### config.mk
export PLATFORM = sky130hd
export DESIGN_NAME = aicp_top
export DESIGN_NICKNAME = d
export VERILOG_FILES = /design/src/rtl/aicp_pkg.sv /design/src/rtl/aicp_checksum.sv /design/src/rtl/aicp_top.sv
export SDC_FILE = /design/constraint.sdc
export NUM_CORES = 1
export LEC_CHECK = 0
export ABC_AREA = 1
export ABC_CLOCK_PERIOD_IN_PS = 4470
export BUFFER_PORTS_ARGS = -buffer_cell sky130_fd_sc_hd__buf_2
export CELL_PAD_IN_SITES_DETAIL_PLACEMENT = 1
export CELL_PAD_IN_SITES_GLOBAL_PLACEMENT = 1
export CORE_MARGIN = 1.5
export CORE_UTILIZATION = 50
export DETAILED_ROUTE_END_ITERATION = 12
export GPL_ROUTABILITY_DRIVEN = 0
export GPL_TIMING_DRIVEN = 0
export PLACE_DENSITY = 0.83
export SYNTH_ARGS = -nofsm -noshare
export SYNTH_HDL_FRONTEND = slang
export SYNTH_SLANG_ARGS = --single-unit
### constraint.sdc
create_clock -name sys_clk_in -period 4.47 [get_ports sys_clk_in]
set_clock_uncertainty 0.15 [all_clocks]
set_input_delay 0.447 -clock sys_clk_in [delete_from_list [all_inputs] [get_ports sys_clk_in]]
set_output_delay 0.447 -clock sys_clk_in [all_outputs]
set_load 0.02 [all_outputs]
### src/rtl/aicp_pkg.sv
package aicp_pkg;
  localparam logic [3:0] AICP_ADDR_HI = 4'hc;
  localparam logic [2:0] AICP_STRAP_MAX = 3'h5;
  localparam logic [7:0] AICP_OFS_PAGE = 8'h00;
  localparam logic [7:0] AICP_OFS_STATE = 8'h03;
  localparam logic [7:0] AICP_OFS_XOR = 8'h7d;
  localparam logic [7:0] AICP_OFS_CRC = 8'h7e;
  localparam logic [7:0] AICP_OFS_BOOK = 8'h7f;
  localparam logic [7:0] AICP_RST_STATE = 8'h10;
  localparam logic [7:0] AICP_XOR_BOOK = 8'h8c;
  localparam logic [7:0] AICP_COEF_BOOK = 8'haa;
  localparam logic [7:0] AICP_CRC_POLY = 8'h07;
  localparam logic [1:0] AICP_STATE_HIZ = 2'h2;

  typedef struct packed {
    logic wr;
    logic [7:0] book;
    logic [7:0] page;
    logic [7:0] addr;
    logic [7:0] data;
  } aicp_wr_type;
endpackage

### src/rtl/aicp_checksum.sv
`timescale 1ns/1ps
`default_nettype none
module aicp_checksum
  import aicp_pkg::*;
(
  input wire logic sys_clk_in,
  input wire logic rstn_in,
  input wire logic ce_in,
  input wire aicp_wr_type wr_in,
  output logic [7:0] crc_out,
  output logic [7:0] xor_out
);
  logic is_sel;
  logic [7:0] crc_nxt;
  logic [7:0] crc_r;
  logic [7:0] xor_r;

  assign is_sel = (wr_in.addr == AICP_OFS_PAGE) ||
                  (wr_in.page == 8'h00 && wr_in.addr == AICP_OFS_BOOK);

  always_comb begin
    crc_nxt = crc_r ^ wr_in.data;
    for (int i = 0; i < 8; i++) begin
      crc_nxt = crc_nxt[7] ? ((crc_nxt << 1) ^ AICP_CRC_POLY) : (crc_nxt << 1);
    end
  end

  always_ff @(posedge sys_clk_in or negedge rstn_in) begin
    if (!rstn_in) begin
      crc_r <= 8'h00;
    end else if (ce_in && wr_in.wr) begin
      if (wr_in.page == 8'h00 && wr_in.addr == AICP_OFS_CRC && wr_in.data == 8'h00) begin
        crc_r <= 8'h00;
      end else if (!is_sel) begin
        crc_r <= crc_nxt;
      end
    end
  end

  always_ff @(posedge sys_clk_in or negedge rstn_in) begin
    if (!rstn_in) begin
      xor_r <= 8'h00;
    end else if (ce_in && wr_in.wr && wr_in.book == AICP_XOR_BOOK) begin
      if (wr_in.page == 8'h00 && wr_in.addr == AICP_OFS_XOR && wr_in.data == 8'h00) begin
        xor_r <= 8'h00;
      end else if (wr_in.page != 8'h00 && wr_in.addr != AICP_OFS_PAGE) begin
        xor_r <= xor_r ^ wr_in.data;
      end
    end
  end

  assign crc_out = crc_r;
  assign xor_out = xor_r;
endmodule // aicp_checksum
`default_nettype wire

### src/rtl/aicp_top.sv
`timescale 1ns/1ps
`default_nettype none
module aicp_top
  import aicp_pkg::*;
(
  input wire logic sys_clk_in,
  input wire logic rstn_in,
  input wire logic ce_in,
  input wire logic [2:0] strap_in,
  input wire logic power_down_pin_in,
  input wire logic scl_in,
  input wire logic sda_in,
  output logic sda_oe_out,
  output logic sda_o_out,
  output logic [1:0] dev_state_out,
  output logic [7:0] book_out,
  output logic [7:0] page_out
);
  // ---------------------------------------------------------------
  // Pin synchronisers
  // ---------------------------------------------------------------
  logic [1:0] scl_s_r;
  logic [1:0] sda_s_r;
  logic [1:0] pdn_s_r;
  logic scl_d_r;
  logic sda_d_r;

  always_ff @(posedge sys_clk_in or negedge rstn_in) begin
    if (!rstn_in) begin
      scl_s_r <= 2'h3;
      sda_s_r <= 2'h3;
      pdn_s_r <= 2'h0;
      scl_d_r <= 1'b1;
      sda_d_r <= 1'b1;
    end else if (ce_in) begin
      scl_s_r <= {scl_s_r[0], scl_in};
      sda_s_r <= {sda_s_r[0], sda_in};
      pdn_s_r <= {pdn_s_r[0], power_down_pin_in};
      scl_d_r <= scl_s_r[1];
      sda_d_r <= sda_s_r[1];
    end
  end

  logic scl_rise;
  logic scl_fall;
  logic start_det;
  logic stop_det;
  logic run;
  assign scl_rise = scl_s_r[1] && !scl_d_r;
  assign scl_fall = !scl_s_r[1] && scl_d_r;
  assign start_det = scl_s_r[1] && scl_d_r && sda_d_r && !sda_s_r[1];
  assign stop_det = scl_s_r[1] && scl_d_r && !sda_d_r && sda_s_r[1];
  // The bus logic and the page, book and state registers are held in reset while the power-down pin is low and ce_in is high.
  assign run = ce_in && pdn_s_r[1];

  // ---------------------------------------------------------------
  // Bus state machine
  // ---------------------------------------------------------------
  typedef enum logic [2:0] {
    ST_IDLE, ST_ADDR, ST_ADDR_ACK, ST_SUB, ST_SUB_ACK, ST_WDATA, ST_WDATA_ACK, ST_RDATA
  } aicp_st_type;
  typedef enum logic [1:0] {R_NONE, R_BYTE, R_ACK} aicp_rph_type;

  aicp_st_type st_r;
  aicp_rph_type rph_r;
  logic [2:0] bit_r;
  logic [7:0] sh_r;
  logic [7:0] sub_r;
  logic rw_r;
  logic ack_drv_r;
  logic [7:0] tx_r;
  logic [7:0] rdata;
  logic [7:0] byte_in;
  logic addr_hit;

  assign byte_in = {sh_r[6:0], sda_s_r[1]};
  assign addr_hit = (byte_in[7:4] == AICP_ADDR_HI) && (byte_in[3:1] == strap_in) &&
                    (strap_in <= AICP_STRAP_MAX);

  logic [7:0] book_r;
  logic [7:0] page_r;
  logic [7:0] state_r;
  logic [7:0] crc_val;
  logic [7:0] xor_val;
  aicp_wr_type wr_r;

  always_comb begin
    rdata = 8'h00;
    if (sub_r == AICP_OFS_PAGE) begin
      rdata = page_r;
    end else if (page_r == 8'h00) begin
      unique case (sub_r)
        AICP_OFS_STATE: rdata = state_r;
        AICP_OFS_CRC: rdata = crc_val;
        AICP_OFS_XOR: rdata = (book_r == AICP_XOR_BOOK) ? xor_val : 8'h00;
        AICP_OFS_BOOK: rdata = book_r;
        default: rdata = 8'h00;
      endcase
    end
  end

  always_ff @(posedge sys_clk_in or negedge rstn_in) begin
    if (!rstn_in) begin
      st_r <= ST_IDLE;
      rph_r <= R_NONE;
      bit_r <= 3'h0;
      sh_r <= 8'h00;
      sub_r <= 8'h00;
      rw_r <= 1'b0;
      ack_drv_r <= 1'b0;
      tx_r <= 8'h00;
      wr_r <= '0;
    end else if (ce_in && !pdn_s_r[1]) begin
      st_r <= ST_IDLE;
      ack_drv_r <= 1'b0;
      rph_r <= R_NONE;
      wr_r <= '0;
    end else if (run) begin
      wr_r.wr <= 1'b0;
      if (start_det) begin
        st_r <= ST_ADDR;
        bit_r <= 3'h0;
        ack_drv_r <= 1'b0;
        rph_r <= R_NONE;
      end else if (stop_det) begin
        st_r <= ST_IDLE;
        ack_drv_r <= 1'b0;
        rph_r <= R_NONE;
      end else begin
        unique case (st_r)
          ST_IDLE: ;
          ST_ADDR, ST_SUB, ST_WDATA: begin
            if (scl_rise) begin
              sh_r <= byte_in;
              bit_r <= bit_r + 3'h1;
              if (bit_r == 3'h7) begin
                if (st_r == ST_ADDR) begin
                  if (addr_hit) begin
                    rw_r <= byte_in[0];
                    st_r <= ST_ADDR_ACK;
                  end else begin
                    st_r <= ST_IDLE;
                  end
                end else if (st_r == ST_SUB) begin
                  sub_r <= byte_in;
                  st_r <= ST_SUB_ACK;
                end else begin
                  wr_r <= '{wr: 1'b1, book: book_r, page: page_r, addr: sub_r, data: byte_in};
                  st_r <= ST_WDATA_ACK;
                end
              end
            end
          end
          ST_ADDR_ACK, ST_SUB_ACK, ST_WDATA_ACK: begin
            if (scl_fall) begin
              if (!ack_drv_r) begin
                ack_drv_r <= 1'b1;
              end else begin
                ack_drv_r <= 1'b0;
                bit_r <= 3'h0;
                if (st_r == ST_ADDR_ACK && rw_r) begin
                  st_r <= ST_RDATA;
                  rph_r <= R_BYTE;
                  tx_r <= rdata;
                  ack_drv_r <= 1'b0;
                end else if (st_r == ST_ADDR_ACK) begin
                  st_r <= ST_SUB;
                end else begin
                  if (st_r == ST_WDATA_ACK) begin
                    sub_r <= sub_r + 8'h01;
                  end
                  st_r <= ST_WDATA;
                end
              end
            end
          end
          ST_RDATA: begin
            unique case (rph_r)
              R_BYTE: begin
                if (scl_fall) begin
                  bit_r <= bit_r + 3'h1;
                  tx_r <= {tx_r[6:0], 1'b0};
                  if (bit_r == 3'h7) begin
                    rph_r <= R_ACK;
                  end
                end
              end
              R_ACK: begin
                if (scl_rise) begin
                  if (sda_s_r[1]) begin
                    st_r <= ST_IDLE;
                    rph_r <= R_NONE;
                  end else begin
                    sub_r <= sub_r + 8'h01;
                    rph_r <= R_NONE;
                  end
                end
              end
              R_NONE: begin
                if (scl_fall) begin
                  rph_r <= R_BYTE;
                  bit_r <= 3'h0;
                  tx_r <= rdata;
                end
              end
              default: rph_r <= R_NONE;
            endcase
          end
          default: st_r <= ST_IDLE;
        endcase
      end
    end
  end

  // ---------------------------------------------------------------
  // SDA drive, open drain: enable high pulls the line low
  // ---------------------------------------------------------------
  logic rbit;
  logic sda_oe_r;
  always_comb begin
    rbit = 1'b1;
    if (st_r == ST_RDATA && rph_r == R_BYTE) begin
      rbit = (bit_r == 3'h0) ? rdata[7] : tx_r[7];
    end
  end
  // The first bit of a byte is taken straight from the read mux.
  always_ff @(posedge sys_clk_in or negedge rstn_in) begin
    if (!rstn_in) begin
      sda_oe_r <= 1'b0;
    end else if (ce_in) begin
      sda_oe_r <= ack_drv_r || !rbit;
    end
  end
  assign sda_oe_out = sda_oe_r;
  assign sda_o_out = 1'b0;

  // ---------------------------------------------------------------
  // Registers: page, book, device state
  // ---------------------------------------------------------------
  always_ff @(posedge sys_clk_in or negedge rstn_in) begin
    if (!rstn_in) begin
      page_r <= 8'h00;
      book_r <= 8'h00;
      state_r <= AICP_RST_STATE;
    end else if (ce_in && !pdn_s_r[1]) begin
      page_r <= 8'h00;
      book_r <= 8'h00;
      state_r <= AICP_RST_STATE;
    end else if (ce_in && wr_r.wr) begin
      if (wr_r.addr == AICP_OFS_PAGE) begin
        page_r <= wr_r.data;
      end else if (wr_r.page == 8'h00 && wr_r.addr == AICP_OFS_BOOK) begin
        book_r <= wr_r.data;
      end else if (wr_r.page == 8'h00 && wr_r.addr == AICP_OFS_STATE) begin
        state_r <= wr_r.data;
      end
    end
  end

  aicp_checksum u_sum (
    .sys_clk_in(sys_clk_in),
    .rstn_in(rstn_in),
    .ce_in(ce_in),
    .wr_in(wr_r),
    .crc_out(crc_val),
    .xor_out(xor_val)
  );

  logic [1:0] dev_state_r;
  always_ff @(posedge sys_clk_in or negedge rstn_in) begin
    if (!rstn_in) begin
      dev_state_r <= AICP_STATE_HIZ;
    end else if (ce_in) begin
      dev_state_r <= pdn_s_r[1] ? state_r[1:0] : AICP_STATE_HIZ;
    end
  end
  assign dev_state_out = dev_state_r;
  assign book_out = book_r;
  assign page_out = page_r;

  // ---------------------------------------------------------------
  // Checks
  // ---------------------------------------------------------------
  AST_PAGE_WR: assert property (@(posedge sys_clk_in) disable iff (!rstn_in)
    (ce_in && pdn_s_r[1] && wr_r.wr && wr_r.addr == AICP_OFS_PAGE) |=> page_r == $past(wr_r.data))
    else $error("page select not taken");
  AST_BOOK_WR: assert property (@(posedge sys_clk_in) disable iff (!rstn_in)
    (ce_in && pdn_s_r[1] && wr_r.wr && wr_r.page == 8'h00 && wr_r.addr == AICP_OFS_BOOK)
    |=> book_r == $past(wr_r.data))
    else $error("book select not taken");
  AST_RD_STABLE: assert property (@(posedge sys_clk_in) disable iff (!rstn_in)
    (ce_in && st_r == ST_RDATA && !wr_r.wr) |=> $stable(crc_val) && $stable(xor_val))
    else $error("checksum moved without write");
  AST_ADDR_NOHIT: assert property (@(posedge sys_clk_in) disable iff (!rstn_in)
    (run && !start_det && !stop_det && st_r == ST_ADDR && scl_rise && bit_r == 3'h7 && !addr_hit)
    |=> st_r == ST_IDLE)
    else $error("foreign address accepted");
  AST_SUB_INC: assert property (@(posedge sys_clk_in) disable iff (!rstn_in)
    (run && !start_det && !stop_det && st_r == ST_WDATA_ACK && scl_fall && ack_drv_r)
    |=> sub_r == $past(sub_r) + 8'h01)
    else $error("subaddress not advanced");
  AST_ACK_DRIVE: assert property (@(posedge sys_clk_in) disable iff (!rstn_in)
    (ack_drv_r && ce_in) |=> sda_oe_r)
    else $error("ack not driven");
  AST_CRC_CLR: assert property (@(posedge sys_clk_in) disable iff (!rstn_in)
    (ce_in && wr_r.wr && wr_r.page == 8'h00 && wr_r.addr == AICP_OFS_CRC && wr_r.data == 8'h00)
    |=> crc_val == 8'h00)
    else $error("crc not cleared");
  AST_RD_INC: assert property (@(posedge sys_clk_in) disable iff (!rstn_in)
    (run && !start_det && !stop_det && st_r == ST_RDATA && rph_r == R_ACK && scl_rise &&
     !sda_s_r[1]) |=> sub_r == $past(sub_r) + 8'h01)
    else $error("read subaddress not advanced");

  // ---------------------------------------------------------------
  // Checksum, read load and line checks
  // ---------------------------------------------------------------
  AST_CRC_SEL_HOLD: assert property (@(posedge sys_clk_in) disable iff (!rstn_in)
    (ce_in && wr_r.wr && wr_r.addr == AICP_OFS_PAGE) |=> $stable(crc_val))
    else $error("crc moved on page switch");
  AST_XOR_BOOK: assert property (@(posedge sys_clk_in) disable iff (!rstn_in)
    (ce_in && wr_r.wr && wr_r.book != AICP_XOR_BOOK) |=> $stable(xor_val))
    else $error("xor moved outside its book");
  AST_XOR_CLR: assert property (@(posedge sys_clk_in) disable iff (!rstn_in)
    (ce_in && wr_r.wr && wr_r.book == AICP_XOR_BOOK && wr_r.page == 8'h00 &&
     wr_r.addr == AICP_OFS_XOR && wr_r.data == 8'h00) |=> xor_val == 8'h00)
    else $error("xor not cleared");
  AST_RD_LOAD: assert property (@(posedge sys_clk_in) disable iff (!rstn_in)
    (run && !start_det && !stop_det && st_r == ST_ADDR_ACK && rw_r && scl_fall && ack_drv_r)
    |=> st_r == ST_RDATA && tx_r == $past(rdata))
    else $error("read byte not loaded");
  AST_RD_RELEASE: assert property (@(posedge sys_clk_in) disable iff (!rstn_in)
    (ce_in && st_r == ST_RDATA && rph_r == R_ACK && !ack_drv_r) |=> !sda_oe_r)
    else $error("line held during controller ack");
  AST_IDLE_QUIET: assert property (@(posedge sys_clk_in) disable iff (!rstn_in)
    (ce_in && st_r == ST_IDLE && !ack_drv_r) |=> !sda_oe_r)
    else $error("line driven while idle");
  COV_WRITE: cover property (@(posedge sys_clk_in) wr_r.wr);
  COV_READ: cover property (@(posedge sys_clk_in) st_r == ST_RDATA && rph_r == R_ACK);
  COV_BOOK: cover property (@(posedge sys_clk_in) book_r == AICP_XOR_BOOK);
  COV_NOHIT: cover property (@(posedge sys_clk_in) st_r == ST_ADDR && scl_rise && bit_r == 3'h7 && !addr_hit);
endmodule // aicp_top
`default_nettype wire

==> flow_summary.toml <==
[status]
status = "finished, final reports clean"

[timing]
fin_ws_ns = 2.11
final.period_utilization_pct = 52.8
hold_violations = 0
maxSlewHeadroom_pct = 58.8
fin_crit_ns = 2.36
setup_viol = 0
tightest_slew_ns = 0.615
fmax_mhz = 423
maxSlewViolCount = 0
rsz0062_at_grt = "false"
tns_ns = 0

[critical_path]
crit_path_end = "tx_r[4]$_DFFE_PN0P_"
max_stage_delay_ns = 0.39
worstPathRequired_ns = 4.68
setup.worst_path.start = "sub_r[7]$_DFFE_PN0P_"
critPathKind = "reg2reg"
rrSetupSlack_ns = 2.11
arrival_ns = 2.58
timing.rr.start = "sub_r[7]$_DFFE_PN0P_"
worstRegToRegCells = 8
end_kind = "register"
r2r_end = "tx_r[4]$_DFFE_PN0P_"
path_cells = "inv_1 > nand2_1 > nor2_1 > nand2_1 > o21ai_0 > o21ai_0 > a21o_1 > nand2_1"
critPathLaunchType = "register"
crit_fanout = 8
crit_path_frequent_cell = "nand2_1"
crit_slowest_cell = "dfrtp_1"

[global_routing]
grt_overflow_total = 0
grt_pass1_wl_mm = 31.7
grt_pass1_vias = 6012
grt_usage_pct = 32.2
grt_max_degree = 63
antenna_found_initial = 0

[die]
ios = 29
die_area_mm2 = 0.0131
core_area_mm2 = 0.0121
start_util_pct = 51.4
num_rows = 40
die-height_um = 114
die_w_um = 114

[clock_network]
cts_sinks = 117
clockRootBuffer = "clkbuf_16"
worstSkewPairLatency_ns = 0.43
cts_tree = "yes"
cts_max_path_buffers = 2
clk_pin_slew_worst_paths_ns = 0.06
post_cts_buffers = 0
cts_buffers = 17
htree_levels = 4

[synthesis]
avgSynthCellArea_um2 = 7.99
netlist.area_leader.share_pct = 44.0
async_flop_share_pct = 100
seq_area_frac_synth_pct = 47.4
synth_cells = 776
synth_flop_cell = "dfrtp_1"
synth_edf_count = 0
yosysUniqueCellTypes = 43
ys_top_cells_by_area = "dfrtp_1 44%, nand2_1 11%, inv_1 6.3%"
synth_warnings = 0
ys_ff_latch = 117
synth_largest_area_cell = "dfrtp_1"
synth_area_mm2 = 0.00620
syn-num-nets = 792

[finish]
area_growth_pct = 16.9
drive_above_1_share_pct = 14.7
fin_cells = 1005
diodes = 0
final_util_pct = 60.1
final_net_count = 840

[detailed_routing]
first_iter_violations = 404
drc = 0
drt_first_pass_iters = 5
post_drt_via_cell_ratio = 5.63
num_vias = 5654
ant_nets = 0
wirelength_mm = 19.7
wl_per_cell_um = 19.6

[power_and_ir_drop]
p_leak_nw = 3.46
peakVddDrop_mv = 0.360
powerDensity_mw_per_mm2 = 481
p_total_mw = 3.48

[hold_path]
hold_class = "in2reg"

[place]
portBuffers = 27
pre_cts_ws_ns = 2.21
dp_hpwl_mm = 13.9
dp.cells = 972

[job]
maxCapViolCount = 0
[per-stage QoR]
step	hold slack [ns]	cell area, um^2
6_report	0.0661	7240
3_5_place_dp	0.290	6580
4_1_cts	0.0630	7240
5_1_grt	0.0849	7240
2_1_floorplan	0.00141	6200
3_3_place_gp	0.302	6540
[per-layer routing]
| metal | wire length, um | GRT usage, % | vias to the layer above | share of wire [%] |
|---|---|---|---|---|
| met5 | 0 | 0 | - | 0 |
| met4 | 598 | 13.2 | 0 | 3.0 |
| met3 | 784 | 6.35 | 43 | 4.0 |
| met2 | 9810 | 55.3 | 124 | 50 |
| met1 | 8490 | 39.7 | 2851 | 43 |
| li1 | - | - | 2636 | - |
[registers in the layout (all words and copies together) (netlist names)]
signal and count:
wr_r 33, rw_r 1, u_sum.xor_out 8, scl_d_r 1, sh_r 7, dev_state_out 2
sda_s_r 2, rph_r 2, u_sum.crc_out 8, bit_r 3, tx_r 8, state_r 8
page_out 8, scl_s_r 2, sda_d_r 1, st_r 3, book_out 8, sub_r 8
sda_oe_out 1, pdn_s_r 2, ack_drv_r 1
[power breakdown]
part           total, mW  switching, mW  leakage, nW  internal (mW)
combinational      0.722          0.515         1.61          0.206
sequential          1.23         0.0751         1.53           1.15
clock               1.53          0.516        0.316           1.02
total               3.48           1.11         3.46           2.37
[how the worst min path moves through the flow]
| stage | cells past startpoint | slack [ns] | to | startpoint |
|---|---|---|---|---|
| floorplan | 0 | 0.001 | ack_drv_r$_DFFE_PN0P_ | rstn_in |
| global placement | 2 | 0.30 | scl_s_r[0]$_DFFE_PN1P_ | scl_s_r[0]$_DFFE_PN1P_ |
| detailed placement | 1 | 0.29 | u_sum.xor_out[1]$_DFFE_PN0P_ | rstn_in |
| CTS | 3 | 0.06 | sda_s_r[0]$_DFFE_PN1P_ | sda_in |
| global route | 3 | 0.08 | scl_s_r[0]$_DFFE_PN1P_ | scl_in |
| finish | 3 | 0.07 | sda_s_r[0]$_DFFE_PN1P_ | sda_in |
[final cells by class]
type | count | area (um^2)
fill | 1484 | 4820
sequential | 117 | 2940
multi-input combinational | 523 | 2720
clock buffer | 20 | 457
inverter | 118 | 443
tap | 168 | 210
clock inverter | 12 | 201
timing repair buffer | 29 | 179
buffer | 18 | 96.3
[critical path: cells and delay by family, from the launching register on]
kind | cells | cell delay [ns]
DFF | 1 | 0.39
and+or+nand+nor | 4 | 0.87
AOI/OAI and AO/OA | 3 | 0.76
buffers and inverters | 1 | 0.13
[layout by cell type, fill, tap and decap left out, types with 3 or more instances in the layout]
cell,instances
a21o_1,4
a21oi_1,18
buf_2,34
buf_4,3
bufinv_16,5
clkbuf_1,7
clkbuf_16,17
clkinv_4,3
dfrtp_1,109
dfstp_2,8
ha_1,7
inv_1,104
inv_2,14
nand2_1,186
nand2_2,5
nand3_1,41
nand4_1,17
nor2_1,45
nor2_2,6
nor3_1,9
nor3_2,3
nor4_1,3
o211ai_1,7
o21ai_0,71
o21ai_1,15
o22ai_1,35
or2_2,6
xnor2_1,9
xor2_1,17
[cells in the mapped netlist, types with 4 or more instances]
cell type,count
a21o_1,4
a21oi_1,18
buf_2,8
clkbuf_1,6
dfrtp_1,109
dfstp_2,8
ha_1,7
inv_1,104
inv_2,14
nand2_1,186
nand2_2,5
nand3_1,41
nand4_1,17
nor2_1,45
nor2_2,6
nor3_1,9
o211ai_1,7
o21ai_0,71
o21ai_1,15
o22ai_1,35
or2_2,6
xnor2_1,9
xor2_1,17
[repair_timing]
action	in CTS	in global routing
hold endpoints to repair	55	0
resized for setup	0	0
hold buffers	1	0
endpoints found under the setup margin	0	0
[cells by family (layout without fill, tap and decap cells)]
kind of cell	Yosys count	after routing	share of synthesized area, %
other	1	1	0.0605
DFF	117	117	47.4
AOI/OAI and AO/OA	159	159	14.4
buffers and inverters	136	197	8.70
and+or+nand+nor	330	330	24.3
adders and majority gates	7	7	1.41
xor gates and xnor gates	26	26	3.67
(Power assumes the default switching activity.)
